--- src/gpm_pkg.sv ---
// Constants for the per-pin function multiplexer of eight eight-bit ports
package gpm_pkg;
  localparam int PIN_COUNT  = 8;
  localparam int PORT_COUNT = 8;
  localparam int CODE_W     = 4;
  localparam int ADDR_W     = 8;

  // Register offsets (byte addresses)
  localparam logic [7:0] OFS_DATA      = 8'h00;
  localparam logic [7:0] OFS_DIRECTION = 8'h04;
  localparam logic [7:0] OFS_ALT_SEL   = 8'h08;
  localparam logic [7:0] OFS_DIG_EN    = 8'h0c;
  localparam logic [7:0] OFS_ANA_MODE  = 8'h10;
  localparam logic [7:0] OFS_PULL_UP   = 8'h14;
  localparam logic [7:0] OFS_PULL_DOWN = 8'h18;
  localparam logic [7:0] OFS_PORT_CTL  = 8'h1c;
  localparam logic [7:0] OFS_PIN_STATE = 8'h20;

  // Mux code of the second choice on the debug pins
  localparam logic [3:0] FN1_CODE = 4'h4;

  // Per-port tables, index 0 is port A
  localparam logic [7:0] FN0_MASK [PORT_COUNT] = '{8'hff, 8'h8f, 8'hdf, 8'h0f, 8'h0f, 8'h70, 8'h13, 8'h19};
  localparam logic [7:0] FN1_MASK [PORT_COUNT] = '{8'h00, 8'h00, 8'h0b, 8'h00, 8'h00, 8'h00, 8'h00, 8'h00};
  localparam logic [7:0] COMP_MASK [PORT_COUNT] = '{8'h00, 8'h70, 8'h20, 8'h00, 8'h00, 8'h00, 8'h00, 8'h00};
  localparam logic [7:0] ISO_MASK [PORT_COUNT] = '{8'h00, 8'h00, 8'h00, 8'hf0, 8'hf0, 8'h00, 8'h00, 8'h00};
  localparam logic [31:0] FN0_CODES [PORT_COUNT] = '{32'h1111_1111, 32'h1111_1111, 32'h1111_3333, 32'h1111_1111,
                                                      32'h1111_1111, 32'h1111_1111, 32'h1111_1111, 32'h1111_1111};

  // Reset defaults
  localparam logic [7:0] RST_ALT_SEL [PORT_COUNT] = '{8'h3f, 8'h0c, 8'h0f, 8'h00, 8'h00, 8'h00, 8'h00, 8'h00};
  localparam logic [7:0] RST_DIG_EN [PORT_COUNT] = '{8'h3f, 8'h0c, 8'h0f, 8'h00, 8'h00, 8'h00, 8'h00, 8'h00};
  localparam logic [7:0] RST_PULL_UP [PORT_COUNT] = '{8'h00, 8'h00, 8'h0f, 8'h00, 8'h00, 8'h00, 8'h00, 8'h00};
  localparam logic [7:0] RST_PULL_DOWN = 8'h00;
  localparam logic [7:0] RST_ANA_MODE  = 8'h00;
  localparam logic [7:0] RST_DIRECTION = 8'h00;
  localparam logic [7:0] RST_DATA      = 8'h00;
  localparam logic [31:0] RST_PORT_CTL [PORT_COUNT] = '{32'h0011_1111, 32'h0000_1100, 32'h0000_3333, 32'h0000_0000,
                                                         32'h0000_0000, 32'h0000_0000, 32'h0000_0000, 32'h0000_0000};
endpackage : gpm_pkg

--- src/gpm_pin_if.sv ---
// Per-pin carrier between the port registers and the pin routing cell
interface gpm_pin_if;
  logic       alt_sel;
  logic       dig_en;
  logic       ana_mode;
  logic       direction;
  logic       data_bit;
  logic [3:0] mux_code;
  logic       has_fn0;
  logic       has_fn1;
  logic [3:0] fn0_code;
  logic       is_iso;
  logic       is_comp;
  logic       fn0_out;
  logic       fn0_oe;
  logic       fn1_out;
  logic       fn1_oe;
  logic       pad_out;
  logic       pad_oe;
  logic       own_fn0;
  logic       own_fn1;
  logic       iso_en;
  logic       comp_en;
  logic       capture;

  modport cfg (output alt_sel, dig_en, ana_mode, direction, data_bit, mux_code, has_fn0, has_fn1, fn0_code,
               is_iso, is_comp, fn0_out, fn0_oe, fn1_out, fn1_oe,
               input pad_out, pad_oe, own_fn0, own_fn1, iso_en, comp_en, capture);
  modport route (input alt_sel, dig_en, ana_mode, direction, data_bit, mux_code, has_fn0, has_fn1, fn0_code,
                 is_iso, is_comp, fn0_out, fn0_oe, fn1_out, fn1_oe,
                 output pad_out, pad_oe, own_fn0, own_fn1, iso_en, comp_en, capture);
endinterface : gpm_pin_if

--- src/gpm_pin_route.sv ---
// Routing of one pin: port data path, peripheral function or analog path
module gpm_pin_route import gpm_pkg::*; (
  gpm_pin_if.route pin
);
  logic sel_ok;

  assign sel_ok = pin.alt_sel & pin.dig_en;

  assign pin.own_fn0 = sel_ok & pin.has_fn0 & (pin.mux_code == pin.fn0_code);
  assign pin.own_fn1 = sel_ok & pin.has_fn1 & (pin.mux_code == FN1_CODE);

  // peripheral or port drives
  // An unlisted code under alternate select leaves the pin undriven rather than guessing a source
  assign pin.pad_out = pin.own_fn0 ? pin.fn0_out : (pin.own_fn1 ? pin.fn1_out : (~pin.alt_sel & pin.data_bit));
  assign pin.pad_oe  = pin.own_fn0 ? pin.fn0_oe : (pin.own_fn1 ? pin.fn1_oe : (~pin.alt_sel & pin.dig_en & pin.direction));

  assign pin.capture = ~pin.alt_sel & pin.dig_en & ~pin.direction;

  assign pin.iso_en  = pin.is_iso & pin.ana_mode & ~pin.dig_en;
  assign pin.comp_en = pin.is_comp & ~pin.dig_en;

endmodule // gpm_pin_route

--- src/gpm_port.sv ---
// Function selection, pad control and registers of one eight-bit port

// Behaviour
// - An isolated analog input connects its analog path only with analog mode set and the digital input cut off.
// - A comparator input counts as analog as soon as its digital enable is clear, without analog mode.
// - A peripheral reaches a pin only with alternate select and digital enable set, chosen by the mux code.
// - Each pin's select, enable and mux code settings affect that pin alone.
// - After reset, ordinary pins are plain tri-stated port pins with all their settings at zero.
// - Power-on reset and the external reset pin both restore every pin's defaults.
// - Port A bits 5:0 and port B bits 3:2 reset to their serial function with code 0x1 and pulls off.
// - Port C bits 3:0 reset to the debug function, pull-up on, pull-down off, code 0x3.
// - A pin offers only its own listed functions, port C bits 0, 1 and 3 offering two choices.
// - With alternate select and digital enable set the peripheral chosen by the mux code controls the pin; with alternate select clear the data register does.
// - With alternate select clear and digital enable set, a direction bit of 0 captures the pin into the data register, 1 drives the data bit out.
module gpm_port import gpm_pkg::*; #(
  parameter int PORT_INDEX = 0
) (
  input  wire logic                clock,
  input  wire logic                rst,
  input  wire logic [ADDR_W-1:0]   reg_addr,
  input  wire logic [31:0]         reg_wdata,
  input  wire logic                reg_wr,
  input  wire logic                reg_rd,
  output logic      [31:0]         reg_rdata,
  input  wire logic [PIN_COUNT-1:0] pad_in,
  output logic      [PIN_COUNT-1:0] pad_out,
  output logic      [PIN_COUNT-1:0] pad_oe,
  output logic      [PIN_COUNT-1:0] pad_pull_up,
  output logic      [PIN_COUNT-1:0] pad_pull_down,
  output logic      [PIN_COUNT-1:0] pad_input_en,
  output logic      [PIN_COUNT-1:0] iso_analog_en,
  output logic      [PIN_COUNT-1:0] comp_analog_en,
  input  wire logic [PIN_COUNT-1:0] fn0_out,
  input  wire logic [PIN_COUNT-1:0] fn0_oe,
  input  wire logic [PIN_COUNT-1:0] fn1_out,
  input  wire logic [PIN_COUNT-1:0] fn1_oe,
  output logic      [PIN_COUNT-1:0] fn0_owned,
  output logic      [PIN_COUNT-1:0] fn1_owned,
  output logic      [PIN_COUNT-1:0] periph_in
);

  generate
    if (PORT_INDEX < 0 || PORT_INDEX >= PORT_COUNT) begin : g_bad_port
      $error("gpm_port: PORT_INDEX out of range");
    end
  endgenerate

  localparam int PI = (PORT_INDEX >= 0 && PORT_INDEX < PORT_COUNT) ? PORT_INDEX : 0;

  // Configuration state
  logic [7:0]  data_reg;
  logic [7:0]  direction_reg;
  logic [7:0]  alt_function_select_reg;
  logic [7:0]  digital_enable_reg;
  logic [7:0]  analog_mode_select_reg;
  logic [7:0]  pull_up_enable_reg;
  logic [7:0]  pull_down_enable_reg;
  logic [31:0] port_control_reg;

  logic [7:0]  next_data_reg;
  logic [7:0]  next_direction_reg;
  logic [7:0]  next_alt_function_select_reg;
  logic [7:0]  next_digital_enable_reg;
  logic [7:0]  next_analog_mode_select_reg;
  logic [7:0]  next_pull_up_enable_reg;
  logic [7:0]  next_pull_down_enable_reg;
  logic [31:0] next_port_control_reg;
  logic [31:0] next_reg_rdata;

  // Per-pin results from the routing cells
  logic [7:0] r_pad_out;
  logic [7:0] r_pad_oe;
  logic [7:0] r_own0;
  logic [7:0] r_own1;
  logic [7:0] r_iso;
  logic [7:0] r_comp;
  logic [7:0] r_capture;

  // Checker view of the mux code fields, decoded apart from the routing cells
  logic [7:0] code_hit0;
  logic [7:0] code_hit1;

  generate
    for (genvar k = 0; k < PIN_COUNT; k++) begin : g_pin
      gpm_pin_if u_bus ();
      assign u_bus.alt_sel   = alt_function_select_reg[k];
      assign u_bus.dig_en    = digital_enable_reg[k];
      assign u_bus.ana_mode  = analog_mode_select_reg[k];
      assign u_bus.direction = direction_reg[k];
      assign u_bus.data_bit  = data_reg[k];
      assign u_bus.mux_code  = port_control_reg[4*k +: CODE_W];
      assign u_bus.fn0_code  = FN0_CODES[PI][4*k +: CODE_W];
      assign u_bus.has_fn0   = FN0_MASK[PI][k];
      assign u_bus.has_fn1   = FN1_MASK[PI][k];
      assign u_bus.is_iso    = ISO_MASK[PI][k];
      assign u_bus.is_comp   = COMP_MASK[PI][k];
      assign u_bus.fn0_out   = fn0_out[k];
      assign u_bus.fn0_oe    = fn0_oe[k];
      assign u_bus.fn1_out   = fn1_out[k];
      assign u_bus.fn1_oe    = fn1_oe[k];
      assign r_pad_out[k]    = u_bus.pad_out;
      assign r_pad_oe[k]     = u_bus.pad_oe;
      assign r_own0[k]       = u_bus.own_fn0;
      assign r_own1[k]       = u_bus.own_fn1;
      assign r_iso[k]        = u_bus.iso_en;
      assign r_comp[k]       = u_bus.comp_en;
      assign r_capture[k]    = u_bus.capture;
      assign code_hit0[k]    = (port_control_reg[4*k +: CODE_W] == FN0_CODES[PI][4*k +: CODE_W]);
      assign code_hit1[k]    = (port_control_reg[4*k +: CODE_W] == FN1_CODE);
      gpm_pin_route u_route (
        .pin (u_bus.route)
      );
    end
  endgenerate

  // Register writes and input capture
  always_comb begin
    next_direction_reg           = direction_reg;
    next_alt_function_select_reg = alt_function_select_reg;
    next_digital_enable_reg      = digital_enable_reg;
    next_analog_mode_select_reg  = analog_mode_select_reg;
    next_pull_up_enable_reg      = pull_up_enable_reg;
    next_pull_down_enable_reg    = pull_down_enable_reg;
    next_port_control_reg        = port_control_reg;
    next_data_reg                = data_reg;
    if (reg_wr) begin
      if (reg_addr == OFS_DATA) begin
        next_data_reg = reg_wdata[7:0];
      end else if (reg_addr == OFS_DIRECTION) begin
        next_direction_reg = reg_wdata[7:0];
      end else if (reg_addr == OFS_ALT_SEL) begin
        next_alt_function_select_reg = reg_wdata[7:0];
      end else if (reg_addr == OFS_DIG_EN) begin
        next_digital_enable_reg = reg_wdata[7:0];
      end else if (reg_addr == OFS_ANA_MODE) begin
        next_analog_mode_select_reg = reg_wdata[7:0];
      end else if (reg_addr == OFS_PULL_UP) begin
        next_pull_up_enable_reg = reg_wdata[7:0];
      end else if (reg_addr == OFS_PULL_DOWN) begin
        next_pull_down_enable_reg = reg_wdata[7:0];
      end else if (reg_addr == OFS_PORT_CTL) begin
        next_port_control_reg = reg_wdata;
      end
    end
    // capture beats a write
    // Input bits follow the pin, so a software write there is overwritten in the same cycle
    next_data_reg = (next_data_reg & ~r_capture) | (pad_in & r_capture);
  end

  // Read port
  always_comb begin
    next_reg_rdata = 32'h0000_0000;
    if (reg_rd) begin
      if (reg_addr == OFS_DATA) begin
        next_reg_rdata = {24'h00_0000, data_reg};
      end else if (reg_addr == OFS_DIRECTION) begin
        next_reg_rdata = {24'h00_0000, direction_reg};
      end else if (reg_addr == OFS_ALT_SEL) begin
        next_reg_rdata = {24'h00_0000, alt_function_select_reg};
      end else if (reg_addr == OFS_DIG_EN) begin
        next_reg_rdata = {24'h00_0000, digital_enable_reg};
      end else if (reg_addr == OFS_ANA_MODE) begin
        next_reg_rdata = {24'h00_0000, analog_mode_select_reg};
      end else if (reg_addr == OFS_PULL_UP) begin
        next_reg_rdata = {24'h00_0000, pull_up_enable_reg};
      end else if (reg_addr == OFS_PULL_DOWN) begin
        next_reg_rdata = {24'h00_0000, pull_down_enable_reg};
      end else if (reg_addr == OFS_PORT_CTL) begin
        next_reg_rdata = port_control_reg;
      end else if (reg_addr == OFS_PIN_STATE) begin
        next_reg_rdata = {24'h00_0000, pad_in};
      end
    end
  end

  always_ff @(posedge clock) begin
    if (rst) begin
      data_reg                <= RST_DATA;
      direction_reg           <= RST_DIRECTION;
      alt_function_select_reg <= RST_ALT_SEL[PI];
      digital_enable_reg      <= RST_DIG_EN[PI];
      analog_mode_select_reg  <= RST_ANA_MODE;
      pull_up_enable_reg      <= RST_PULL_UP[PI];
      pull_down_enable_reg    <= RST_PULL_DOWN;
      port_control_reg        <= RST_PORT_CTL[PI];
      reg_rdata               <= 32'h0000_0000;
    end else begin
      data_reg                <= next_data_reg;
      direction_reg           <= next_direction_reg;
      alt_function_select_reg <= next_alt_function_select_reg;
      digital_enable_reg      <= next_digital_enable_reg;
      analog_mode_select_reg  <= next_analog_mode_select_reg;
      pull_up_enable_reg      <= next_pull_up_enable_reg;
      pull_down_enable_reg    <= next_pull_down_enable_reg;
      port_control_reg        <= next_port_control_reg;
      reg_rdata               <= next_reg_rdata;
    end
  end

  // Pad outputs registered; they lag the configuration by one cycle
  always_ff @(posedge clock) begin
    if (rst) begin
      pad_out        <= 8'h00;
      pad_oe         <= 8'h00;
      pad_pull_up    <= 8'h00;
      pad_pull_down  <= 8'h00;
      pad_input_en   <= 8'h00;
      iso_analog_en  <= 8'h00;
      comp_analog_en <= 8'h00;
      fn0_owned      <= 8'h00;
      fn1_owned      <= 8'h00;
      periph_in      <= 8'h00;
    end else begin
      pad_out        <= r_pad_out;
      pad_oe         <= r_pad_oe;
      pad_pull_up    <= pull_up_enable_reg;
      pad_pull_down  <= pull_down_enable_reg;
      pad_input_en   <= digital_enable_reg;
      iso_analog_en  <= r_iso;
      comp_analog_en <= r_comp;
      fn0_owned      <= r_own0;
      fn1_owned      <= r_own1;
      periph_in      <= pad_in & digital_enable_reg;
    end
  end
endmodule // gpm_port

--- config.mk ---
export PLATFORM = sky130hd
export DESIGN_NAME = gpm_port
export DESIGN_NICKNAME = d
export VERILOG_FILES = /design/src/gpm_pkg.sv /design/src/gpm_pin_if.sv /design/src/gpm_pin_route.sv /design/src/gpm_port.sv
export SDC_FILE = /design/constraint.sdc
export NUM_CORES = 1
export LEC_CHECK = 0
export BUFFER_PORTS_ARGS = -buffer_cell sky130_fd_sc_hd__buf_2
export CAP_MARGIN = 20
export CORE_MARGIN = 3
export CORE_UTILIZATION = 58
export DETAILED_ROUTE_END_ITERATION = 12
export PLACE_DENSITY = 0.85
export SYNTH_ARGS = -nofsm -noshare
export SYNTH_HDL_FRONTEND = slang
export SYNTH_HIERARCHICAL = 1
export SYNTH_SLANG_ARGS = --single-unit
--- constraint.sdc ---
create_clock -name clock -period 3.8 [get_ports clock]
set_input_delay 0.76 -clock clock [delete_from_list [all_inputs] [get_ports clock]]
set_output_delay 0.76 -clock clock [all_outputs]
set_load 0.02 [all_outputs]
# After elaboration in Yosys (flattened, before gate mapping)
# Cells that the tools add are included.
# totals
n_memories	0
out_inout_bits	112
romBits	0
input_bits	84
ramBits	0
elab_cells	147
register_bits	176
latchBits	0
# op_classes
add_sub_neg	0
n_bitwise	77
eq_ne	16
mul	0
div	0
mux	27
n_shift	0
magnitude_cmp	0
reduce_logical	10
# ops
operator	n
two-way mux 8 bit	10
bitwise AND 1 bit	48
equality test 4 x 1 -> 1 bit, second input constant	8
equality test 8 x 5 -> 1 bit, second input constant	4
two-way mux 32 bit	1
bitwise AND 8 bit	3
inverter 1 bit	24
equality test 8 x 4 -> 1 bit, second input constant	2
two-way mux 1 bit	16
AND reduction 9 bit	1
OR reduction 9 bit	1
equality test 8 x 3 -> 1 bit, second input constant	1
equality test 8 x 6 -> 1 bit, second input constant	1
zero test 8 bit	1
inverter 8 bit	1
bitwise OR 8 bit	1
AND reduction 8 bit	1
AND reduction 7 bit	1
AND reduction 6 bit	1
AND reduction 5 bit	1
AND reduction 4 bit	1
AND reduction 3 bit	1
OR reduction 2 bit	1

# Depth between registers and ports, before layout
# depth
depth_word	10
depth_mapped	6
ltp_nobuf	5

# Modules after synthesis
# The synthesis kept the hierarchy.
# modules_own_cells
mod	seq_area_each_um2	n_inst	cells_each	area_each_um2
gpm_port	4003.8	1	748	7156.9
gpm_pin_route	0.0	8	18	140.1

# Worst setup path after synthesis
# OpenSTA, ideal clock, no wires.
# synth_timing
path_kind	input port to flip-flop
from	input reg_addr[3]
to	register analog_mode_select_reg[0]
path_slack_ns	1.784
t_required_ns	3.672
path_stages	6
arrival_time_ns	1.889
setup_ns	0.128
n_path_buf	2
path_cell_list	clkbuf_1 nor2_1 clkbuf_1 nand3_2 mux2i_1 nor2_1
# synth_between
elab_chain_len	3
word_cells_on_any_way	10
classes_between	4 x eq/ne; 4 x bitwise; 2 x reduce/logical
# synth_rtl
element	line_no	rtl
start: declaration	gpm_port.sv:20	input wire logic [ADDR_W-1:0] reg_addr,
equality test 8 x 4 -> 1 bit (tied with other cells)	gpm_port.sv:133	end else if (reg_addr == OFS_DIG_EN) begin
inverter 1 bit (no line)	-	
AND reduction 6 bit (no line) *	-	
end signal: assignment	gpm_port.sv:192	analog_mode_select_reg <= next_analog_mode_select_reg;
end: declaration	gpm_port.sv:55	logic [7:0] analog_mode_select_reg;
# Every way passes the cells marked *; elsewhere a longest branch is shown, timed or not.
# A chain may end at the register's enable or synchronous reset.

# Worst setup path after layout
# layout_timing
from	input reg_addr[4]
to	register reg_rdata[23]
# layout_between
elab_chain_len	2
word_cells_on_any_way	10
classes_between	7 x eq/ne; 1 x mux; 2 x reduce/logical
# layout_rtl
element	line_no	rtl
equality test 8 x 3 -> 1 bit (tied with other cells)	gpm_port.sv:156	end else if (reg_addr == OFS_DIRECTION) begin
OR reduction 9 bit (no line) / two-way mux 32 bit (equally long branches)	-	
end signal: assignment	gpm_port.sv:196	reg_rdata <= next_reg_rdata;
end: declaration	gpm_port.sv:24	output logic [31:0] reg_rdata,
# Parallel ways exist; a longest one is shown, timed or not.

==> reports/results.tsv <==
metric	value	unit
status	finished, final reports clean	
ant_nets	0	
grt_setup_unrepaired	no	
io_pins	196	
dp_hpwl	14.5	mm
nNetsFinal	1203	
clk_latency	0.43	ns
cts_hold_buffers	0	
syn_area_per_cell	9.28	um^2
instances_no_fill	1312	
slew_headroom	33.2	%
tightestPinTransition	1.00	ns
via_count	7008	
cts_root_buf	clkbuf_16	
syn-cell-area	8280	um^2
cp_max_fo	24	
p_seq_share	51.7	%
cts_tree	yes	
dieArea	15700	um^2
clock_path_buffers	2	
grt_overflow_total	0	
p_int	3.12	mW
n_fill_cell	1043	
timing.final.crit_share	64.2	%
fin_crit	2.44	ns
setup_viol	0	
synth_cell_types	45	
antenna_cells	0	
core_region_area	13900	um^2
grt_pass1_vias	6626	
initial_core_util	59.4	%
drtIter0Drc	558	
syn2layout_area_growth	22.1	%
cts_buffers	17	
clkSlewWorstSetupHoldPaths	0.07	ns
crit_required	4.18	ns
antenna_found_initial	0	
finalHoldViolCount	0	
gp_congestion	0.894	
synth-seq-cells	200	
cp-end-kind	register	
ys_seq_area_share	48.4	%
slew_violations	0	
drc	0	
track_usage	25.8	%
grt_pass1_wl	32.8	mm
vdd_ir_drop_max	0.405	mV
yosys_warnings	6	
rows	43	
synth_cells	892	
seq_area	4000	um^2
powerDensity	404	nW/um^2
path_class	in -> reg	
final_util	72.6	%
drt-pass1-iter-count	6	
viasPerCell	5.34	
post_cts_resized	0	
holdCritPathClass	reg -> reg	
drv_cap	0	
power.switching	0.962	mW
post_cts_buffers	0	
grt_max_degree	104	
die_w	125	um
tns	0	ns
post_drt_wl_per_cell	15.7	um
startpoint_type	input port	
ctsHtreeMaxLevel	4	
clkPwrFrac	43.1	%
die_y	125	um
drive_above_1_share	23.6	%
clock_skew	0.00980	ns
switching_share	23.6	%
cts.sink_count	200	
crit_arrival	2.82	ns
portBuffers	195	
routed_wl	20.6	mm
power_leakage	4.76	nW
dpl.cell_count	1280	
multiInputGateArea	4130	um^2
p_comb_share	5.2	%
fmax	410	MHz
-- logic make-up (layout without fill, tap and decap cells) --
family	Yosys count	after routing	share of synthesized area (%)
buffers and inverters	94	272	4.52
AOI/OAI and AO/OA	130	130	10.6
DFF	200	200	48.4
other	2	64	0.0907
muxes	58	58	7.26
and+or+nand+nor	376	376	25.8
xor gates and xnor gates	32	32	3.39
-- critical path: stages --
cell and delay [ns]:
buf_2 0.23, nor4b_2 0.23, buf_4 0.30, and2_1 0.37, and3_1 0.69, and2_1 0.22
-- stage by stage --
stage	cell area (um^2)	total power [mW]	hold WS (ns)	setup slack, ns
after floorplan	8510	2.28	0.453	1.78
after global placement	9530	2.36	0.473	0.987
after detailed placement	9530	2.37	0.479	0.939
after CTS	10100	4.10	0.491	1.39
after global routing	10100	4.21	0.503	1.21
final	10100	4.08	0.483	1.36
-- metal layers --
metal	vias to the layer above	GRT usage [%]	share of wire [%]
met2	277	43.4	49
met4	0	10.9	2.7
met1	3259	31.3	41
li1	3423	-	-
met3	49	6.62	7.7
met5	-	0	0
-- worst paths after layout --
| check | startpoint | endpoint | slack (ns) | depth (start not counted) |
|---|---|---|---|---|
| setup / recovery | reg_addr[4] | reg_rdata[23] | 1.36 | 6 |
| hold / removal | pull_down_enable_reg[5] | pad_pull_down[5] | 0.48 | 1 |
| setup reg to reg | digital_enable_reg[5] | pad_out[5] | 2.02 | 4 |
| hold reg to reg | pull_down_enable_reg[5] | pad_pull_down[5] | 0.48 | 1 |
-- power by group through the flow --
stage	Combinational [mW]	Clock (mW)	Sequential, mW
after floorplan	0.111	0	2.17
after global placement	0.204	0	2.16
after detailed placement	0.207	0	2.16
after CTS	0.208	1.78	2.11
after global routing	0.232	1.87	2.11
final	0.212	1.76	2.11
-- Yosys cell counts, drive strengths merged --
library cell  instances  area share, %
a211o                 6           0.63
a211oi                8           0.73
a21oi                36            2.2
a221o                 8           0.97
a22o                 16            1.7
a31oi                 8           0.60
a32o                  8           0.97
and2                 34            2.6
and3                  3           0.23
and3b                 8           0.85
and4                  1           0.11
buf                  12           0.77
clkbuf               43            2.0
clkinv                1          0.045
conb                  2          0.091
dfxtp               200             48
inv                  38            1.7
mux2                 16            2.2
mux2i                42            5.1
nand2                96            4.4
nand3                20            1.3
nand3b               12            1.1
nand4                10           0.83
nand4b               10            1.1
nor2                 60            2.8
nor2b                90            6.8
nor3b                 9           0.88
nor4                  2           0.41
nor4b                11            1.4
o2111ai               8           0.85
o21ai                32            1.9
or2                   1          0.076
or4                   9            1.2
xnor2                 8           0.85
xor2                 24            2.5
-- layout make-up --
cell class,count,share of cell area [%]
Inverter,39,1.45
Multi-Input combinational cell,660,40.9
Sequential cell,200,39.6
Clock buffer,18,4.34
Timing Repair Buffer,201,10.1
Tap cell,180,2.23
Clock inverter,14,1.39
-- placed cells by master, fill, tap and decap left out, drive strengths merged, types with 11 or more instances in the layout --
master,count
nor4b,11
mux2,16
a22o,16
dfxtp,200
conb,64
and2,34
nand3b,12
nand2,96
xor2,24
a21oi,36
mux2i,42
o21ai,32
nor2b,90
buf,201
inv,43
clkbuf,18
nand3,20
nor2,60
(Power assumes the default switching activity.)
